### config.mk
export PLATFORM = sky130hd
export DESIGN_NAME = trtb_bridge
export DESIGN_NICKNAME = d
export VERILOG_FILES = /design/src/rtl/trtb_pkg.sv /design/src/rtl/trtb_bridge.sv
export SDC_FILE = /design/constraint.sdc
export NUM_CORES = 1
export LEC_CHECK = 0
export BUFFER_PORTS_ARGS = -buffer_cell sky130_fd_sc_hd__buf_2
export CAP_MARGIN = 10
export CORE_ASPECT_RATIO = 2
export CORE_MARGIN = 2
export CORE_UTILIZATION = 30
export CTS_CLUSTER_DIAMETER = 150
export CTS_CLUSTER_SIZE = 30
export DETAILED_ROUTE_END_ITERATION = 7
export GPL_TIMING_DRIVEN = 0
export PLACE_DENSITY = 0.55
export SKIP_CTS_REPAIR_TIMING = 1
export SLEW_MARGIN = 10
export SYNTH_ARGS = -nofsm -noshare
export SYNTH_HDL_FRONTEND = slang
export SYNTH_SLANG_ARGS = --single-unit
### constraint.sdc
create_clock -name clk_sys_in -period 3.48 [get_ports clk_sys_in]
set_input_delay 0.174 -clock clk_sys_in [delete_from_list [all_inputs] [get_ports clk_sys_in]]
set_output_delay 0.174 -clock clk_sys_in [all_outputs]
set_load 0.05 [all_outputs]
### src/rtl/trtb_pkg.sv
// package for the transport remote tally bridge
// assumes a single 40 MHz system clock and one consumer of command messages
package trtb_pkg;

   // ----------------------------------------------------------------
   // clock and timing
   // ----------------------------------------------------------------
   localparam int unsigned CLK_HZ         = 40000000;
   localparam int unsigned TACH_PPS_NTSC  = 30;
   localparam int unsigned TACH_PPS_EBU   = 25;
   // cycles between tach pulses at play speed
   localparam int unsigned TACH_CYC_NTSC  = CLK_HZ / TACH_PPS_NTSC;
   localparam int unsigned TACH_CYC_EBU   = CLK_HZ / TACH_PPS_EBU;
   localparam int unsigned TACH_HIGH_CYC  = TACH_CYC_EBU / 2;
   // speed is a fraction of play speed, 8 fractional bits
   localparam int unsigned SPEED_W        = 12;
   localparam logic [11:0] SPEED_PLAY     = 12'h100;
   localparam int unsigned ACC_W          = 32;

   // ----------------------------------------------------------------
   // commands, modes and reset values
   // ----------------------------------------------------------------
   localparam int unsigned NUM_CMD        = 5;
   localparam int unsigned NUM_MACH       = 5;
   localparam logic [2:0]  MASTER_RST     = 3'h0;
   localparam logic [4:0]  TALLY_RST      = 5'h00;

   typedef enum logic [2:0] {
      TRTB_CMD_REWIND  = 3'h0,
      TRTB_CMD_FFWD    = 3'h1,
      TRTB_CMD_STOP    = 3'h2,
      TRTB_CMD_PLAY    = 3'h3,
      TRTB_CMD_RECORD  = 3'h4
   } trtb_cmd_t;

   // message to the main processor
   typedef struct packed {
      logic [2:0] machine;
      trtb_cmd_t  cmd;
   } trtb_msg_t;

   // status reported by the master machine module
   typedef struct packed {
      logic [4:0]         mode;
      logic               reverse;
      logic [SPEED_W-1:0] speed;
   } trtb_status_t;

endpackage

### src/rtl/trtb_bridge.sv
// transport remote tally bridge: console switch closures to command
// messages, master status back to tallies, tach and direction.
// assumes inputs synchronous to clk_sys_in and a message sink with ready.
// Overview of operation
// Five switch closures are taken, one each for rewind, fast forward, stop, play, record.
// Each new closure forms a command message handed to the main processor; a repeat of a command still pending merges into one message.
// Every message carries the currently designated master machine as its address.
// One tally output per transport mode is driven back to the console connector.
// Tallies follow the status reported by the master, never the command inputs.
// Tach and direction come from master data with rate and polarity independent of type.
// Tach gives 30 pulses per second at play speed, 25 in the European standard.
// Direction is high for the standardized (forward) sense.
// Any one of five machines may be selected as master for commands and returned data.
// Tach rate scales with reported speed and stops when the master is stationary.
`timescale 1ns/100ps
`default_nettype none

module trtb_bridge
   import trtb_pkg::*;
(
   // clock and reset
   input  wire logic                    clk_sys_in,
   input  wire logic                    resetn_in,
   // console transport connector
   input  wire logic [NUM_CMD-1:0]      cmd_close_in,
   output var  logic [NUM_CMD-1:0]      tally_out,
   output var  logic                    tach_out,
   output var  logic                    dir_out,
   // configuration
   input  wire logic [2:0]              master_sel_in,
   input  wire logic                    ebu_in,
   // status from all machines
   input  wire trtb_status_t            mach_status_in [NUM_MACH],
   // message path to the main processor
   output var  logic                    msg_valid_out,
   output var  trtb_msg_t               msg_out,
   input  wire logic                    msg_ready_in
);

   // ----------------------------------------------------------------
   // reset release
   // ----------------------------------------------------------------
   logic rst_meta_reg;
   logic rst_n_reg;

   // two flops so release is clean to the clock
   always_ff @(posedge clk_sys_in or negedge resetn_in) begin
      if (!resetn_in) begin
         rst_meta_reg <= 1'b0;
         rst_n_reg    <= 1'b0;
      end else begin
         rst_meta_reg <= 1'b1;
         rst_n_reg    <= rst_meta_reg;
      end
   end

   // ----------------------------------------------------------------
   // master selection
   // ----------------------------------------------------------------
   logic [2:0] master_reg;
   logic [2:0] master_next;

   // out-of-range selections are ignored, keeping the last legal master
   always_comb begin
      master_next = master_reg;
      if (master_sel_in < 3'(NUM_MACH)) begin
         master_next = master_sel_in;
      end
   end

   always_ff @(posedge clk_sys_in or negedge rst_n_reg) begin
      if (!rst_n_reg) begin
         master_reg <= MASTER_RST;
      end else begin
         master_reg <= master_next;
      end
   end

   // ----------------------------------------------------------------
   // command capture and message issue
   // ----------------------------------------------------------------
   logic [NUM_CMD-1:0] close_prev_reg;
   logic [NUM_CMD-1:0] close_prev_next;
   logic [NUM_CMD-1:0] pend_reg;
   logic [NUM_CMD-1:0] pend_next;
   logic               msg_valid_reg;
   logic               msg_valid_next;
   trtb_msg_t          msg_reg;
   trtb_msg_t          msg_next;
   logic [NUM_CMD-1:0] rise;
   logic [NUM_CMD-1:0] pick;

   // rising edges of closures; one pending bit per command, so a press
   // during a stalled message is held, not lost (set wins over clear)
   generate
      for (genvar i = 0; i < NUM_CMD; i++) begin : g_rise
         assign rise[i] = cmd_close_in[i] & ~close_prev_reg[i];
      end
   endgenerate

   always_comb begin
      close_prev_next = cmd_close_in;
      pend_next       = pend_reg;
      msg_valid_next  = msg_valid_reg;
      msg_next        = msg_reg;
      pick            = '0;
      if (msg_valid_reg && msg_ready_in) begin
         msg_valid_next = 1'b0;
      end
      // lowest index wins when several commands wait
      if (!msg_valid_next) begin
         for (int k = NUM_CMD - 1; k >= 0; k--) begin
            if (pend_reg[k]) begin
               pick = '0;
               pick[k] = 1'b1;
            end
         end
         for (int k = 0; k < NUM_CMD; k++) begin
            if (pick[k]) begin
               msg_valid_next = 1'b1;
               msg_next.cmd   = trtb_cmd_t'(3'(k));
               msg_next.machine = master_reg;
            end
         end
      end
      pend_next = (pend_reg & ~pick) | rise;
   end

   always_ff @(posedge clk_sys_in or negedge rst_n_reg) begin
      if (!rst_n_reg) begin
         close_prev_reg <= '0;
         pend_reg       <= '0;
         msg_valid_reg  <= 1'b0;
         msg_reg        <= '0;
      end else begin
         close_prev_reg <= close_prev_next;
         pend_reg       <= pend_next;
         msg_valid_reg  <= msg_valid_next;
         msg_reg        <= msg_next;
      end
   end

   assign msg_valid_out = msg_valid_reg;
   assign msg_out       = msg_reg;

   // ----------------------------------------------------------------
   // tally, direction and tach from master status
   // ----------------------------------------------------------------
   trtb_status_t        mstat;
   logic [NUM_CMD-1:0]  tally_reg;
   logic [NUM_CMD-1:0]  tally_next;
   logic                dir_reg;
   logic                dir_next;
   logic                tach_reg;
   logic                tach_next;
   logic [ACC_W-1:0]    acc_reg;
   logic [ACC_W-1:0]    acc_next;
   logic [ACC_W-1:0]    period;
   logic [ACC_W-1:0]    step;

   assign mstat  = mach_status_in[master_reg];
   assign period = ebu_in ? ACC_W'(TACH_CYC_EBU) : ACC_W'(TACH_CYC_NTSC);
   assign step   = ACC_W'(mstat.speed);

   // phase accumulator: adds speed (play = 256) each cycle and wraps at
   // period*256, so the pulse rate is exact at play speed and scales linearly
   always_comb begin
      tally_next = mstat.mode;
      dir_next   = ~mstat.reverse;
      acc_next   = acc_reg;
      tach_next  = tach_reg;
      if (mstat.speed == '0) begin
         tach_next = 1'b0;
      end else begin
         if (acc_reg + step >= (period << 8)) begin
            acc_next = acc_reg + step - (period << 8);
         end else begin
            acc_next = acc_reg + step;
         end
         tach_next = (acc_next < (period << 7));
      end
   end

   always_ff @(posedge clk_sys_in or negedge rst_n_reg) begin
      if (!rst_n_reg) begin
         tally_reg <= TALLY_RST;
         dir_reg   <= 1'b1;
         tach_reg  <= 1'b0;
         acc_reg   <= '0;
      end else begin
         tally_reg <= tally_next;
         dir_reg   <= dir_next;
         tach_reg  <= tach_next;
         acc_reg   <= acc_next;
      end
   end

   assign tally_out = tally_reg;
   assign dir_out   = dir_reg;
   assign tach_out  = tach_reg;

   // ----------------------------------------------------------------
   // checks
   // ----------------------------------------------------------------
   chk_tally_follow: assert property (@(posedge clk_sys_in) disable iff (!rst_n_reg)
      $past(rst_n_reg) |-> tally_out == $past(mach_status_in[master_reg].mode))
      else $error("tally does not follow master mode");

   chk_dir_polarity: assert property (@(posedge clk_sys_in) disable iff (!rst_n_reg)
      $past(rst_n_reg) |-> dir_out == ~$past(mach_status_in[master_reg].reverse))
      else $error("direction polarity wrong");

   chk_msg_addr: assert property (@(posedge clk_sys_in) disable iff (!rst_n_reg)
      $rose(msg_valid_out) |-> msg_out.machine == $past(master_reg))
      else $error("message addressed to wrong machine");

   chk_msg_hold: assert property (@(posedge clk_sys_in) disable iff (!rst_n_reg)
      msg_valid_out && !msg_ready_in |=> msg_valid_out && $stable(msg_out))
      else $error("message dropped before accepted");

   chk_press_issue: assert property (@(posedge clk_sys_in) disable iff (!rst_n_reg)
      rise[0] && !msg_valid_out && pend_reg == '0
      |-> ##2 msg_valid_out && msg_out.cmd == TRTB_CMD_REWIND)
      else $error("rewind press did not issue");

   chk_tach_stop: assert property (@(posedge clk_sys_in) disable iff (!rst_n_reg)
      mstat.speed == '0 |=> !tach_out)
      else $error("tach runs while stationary");

   chk_master_range: assert property (@(posedge clk_sys_in) disable iff (!rst_n_reg)
      master_reg < 3'(NUM_MACH))
      else $error("master out of range");

   chk_acc_bound: assert property (@(posedge clk_sys_in) disable iff (!rst_n_reg)
      acc_reg < (period << 8) || $changed(ebu_in) || $past(ebu_in) != ebu_in)
      else $error("tach phase exceeds period");

endmodule

`default_nettype wire

==> results.toml <==
[detailed_routing]
vias = 5758
drcViolationCount = 0
ant_nets = 0
vias_per_cell = 5.43
first_pass_iters = 4
wl_um = 20500
post_drt_wl_per_cell_um = 19.3
drtIter0Drc = 255

[logic_synthesis]
synth_edf_count = 0
synth_area_leaders = "dfrtp_1 (28%), mux2i_1 (7.5%), ha_1 (6.7%)"
seq_area_frac_synth_pct = 28.1
syn-num-nets = 780
yosys_most_used_dff = "dfrtp_1"
yosys.area.top_type = "dfrtp_1"
async_flop_share_pct = 100
syn_area_per_cell_um2 = 8.40
ys_seq_elements = 61
syn_inst = 648
syn_area_mm2 = 0.00544
synthDistinctLibCells = 72
yosys_warnings = 0
yosys.area.top_type_share_pct = 27.6

[grt]
overflow = 0
grt_pass1_vias = 5698
antenna_found_initial = 0
grt_pass1_wl_um = 29600
grt_usage_pct = 19.9
grt_max_degree = 47

[power_and_ir_drop]
p_comb_share_pct = 76.0
clkPwrFrac_pct = 10.9
p_seq_share_pct = 13.1
static-leakage-power_uw = 0.00359
power.density_mw_per_mm2 = 1130
p_sw_share_pct = 47.7
p_sw_uw = 4460
p_int_uw = 4890
total_power_uw = 9350
ir_worst_vdd_mv = 0.443

[min_path]
hold_depth = 2
min-delay-start = "master_sel_in[2]"
holdPathEnd = "master_reg[1]$_DFFE_PN0N_"
hold_class = "input port to flop"

[sta]
fin_crit_sh_pct = 193
finalSetupViolations = 25
slew_violations = 0
post-route-min-period_ps = 6710
setup_slack_ps = -3230
hold_violations = 0
worst_pin_slew_ps = 1060
fmax_ghz = 0.149
finClkSkew_ps = 9.68
fin_hold_ws_ps = 69.2
rsz0062_at_grt = "yes"
slew_headroom_pct = 29.6

[placed_design]
placement.cell_area_mm2 = 0.00657
portBuffers = 115
place_congestion = 0.903
pre_cts_ws_ps = -4170
hpwl_um = 15500

[finish]
diodes = 0
area_growth_pct = 52.6
layout_commonest_cell = "buf_2"
drive_above_1_share_pct = 43.8
largest_register_ffs = 32
layout_common_cells = "buf_2 (118), dfrtp_1 (59), nand2_1 (50), nor2_1 (48), buf_4 (46)"
final_util_pct = 46.7
nets = 974
fin_area_mm2 = 0.00831

[setup_path]
critical_path_required_ps = 3750
crit_buf_inv = 6
slowest_delay_ps = 430
cp-start-kind = "flop"
path_max_fanout = 10
cp-end-kind = "flop"
reg2reg_from = "master_reg[2]$_DFFE_PN0N_"
critPathSlowestCell = "ha_2"
critPathKind = "flop to flop"
cp_data_arrival_time_ps = 6980
cp_top_family = "compound AO/OA/AOI/OAI gates"
rr_worst_depth = 31
regToRegSetupSlack_ps = -3230
r2r_end = "tach_out$_DFF_PN0_"

[floorplanning]
start_util_pct = 30.6
rows = 69
io-pin-count = 116
die_w_um = 99.2
dieArea_mm2 = 0.0193
die_y_um = 194
fp.coreArea_mm2 = 0.0178

[run_status]
violations = "setup timing"
status = "complete, but fails checks"

[cts]
insertion_delay_ps = 350
cts_tree = "done"
clk_pin_slew_ps = 60
tritoncts.num_buffers = 9
clock-root-buffer = "clkbuf_16"
clock_path_buffers = 2
cts_max_level = 3
cts.sinks = 61

[job]
drv_cap = 0
kinds of logic (layout without fill, tap and decap cells):
group | after synthesis | after routing | synth area share, %
buffers and inverters | 53 | 252 | 3.98
xor gates and xnor gates | 50 | 50 | 8.18
other | 1 | 1 | 0.0689
adders and majority gates | 30 | 30 | 7.03
DFF | 61 | 61 | 28.1
AOI/OAI and AO/OA | 181 | 181 | 22.3
muxes | 58 | 58 | 11.3
and+or+nand+nor | 214 | 214 | 19.1
power by group through the flow:
stage / registers (uW) / clock network [uW] / logic [uW]
floorplan: 1230 / 0 / 3870
global placement: 1220 / 0 / 5100
detailed placement: 1210 / 0 / 5140
CTS: 1200 / 1040 / 5180
global route: 1270 / 1060 / 7610
finish: 1230 / 1020 / 7110
routing by layer:
metal  part of all wire (%)  GRT usage [%]  wire length (um)  up-vias
met5                      0              0                 0        -
met4                    6.2           12.3              1270        0
met3                    4.3           2.84               884       65
met2                     58           40.2             11800      201
met1                     32           17.4              6490     2726
li1                       -              -                 -     2766
worst max-delay path by stage:
| stage | cells past startpoint | slack, ps | startpoint | to |
|---|---|---|---|---|
| after floorplan | 30 | -2220 | master_reg[2]$_DFFE_PN0N_ | tach_out$_DFF_PN0_ |
| after global placement | 31 | -4150 | master_reg[0]$_DFFE_PN0N_ | tach_out$_DFF_PN0_ |
| after detailed placement | 33 | -4170 | master_reg[0]$_DFFE_PN0N_ | tach_out$_DFF_PN0_ |
| final | 31 | -3230 | master_reg[2]$_DFFE_PN0N_ | tach_out$_DFF_PN0_ |
| after global routing | 32 | -3520 | master_reg[0]$_DFFE_PN0N_ | tach_out$_DFF_PN0_ |
| after CTS | 33 | -4180 | master_reg[0]$_DFFE_PN0N_ | tach_out$_DFF_PN0_ |
synth_stat cells (all sizes together) (10+ instances only):
cell type   n
nand3      16
dfrtp      60
buf        12
inv        23
mux2i      41
a21oi      59
mux2       16
clkbuf     18
nand2      61
o22ai      18
nand4      10
o21ai      38
nor4       12
ha         29
xnor2      35
nor3       16
nor2       60
xor2       15
metrics by stage:
step           std cells  TNS, ps
2_1_floorplan        648   -28480
6_report            1060   -47110
4_1_cts              993   -62160
3_5_place_dp         977   -61690
3_3_place_gp         976   -60400
5_1_grt             1060   -52480
worst reg2reg max path: cells and delay by family, from the launching register on:
family | cells | cell delay [ps]
and+or+nand+nor | 9 | 1250
xor gates and xnor gates | 2 | 290
AOI/OAI and AO/OA | 10 | 2420
DFF | 1 | 350
adders and majority gates | 3 | 1130
buffers and inverters | 6 | 920
muxes | 1 | 280
area by class of cell:
class,count,area [um2]
plain buffers,28,263
clock buffers,9,225
clock inverters,7,103
fillers,1708,9480
inverters,23,88.8
multi-input cells,534,4540
flip-flops and latches,61,1530
well taps,213,267
repair buffers,185,1280
Note: power is estimated with default switching activity, not from simulation.
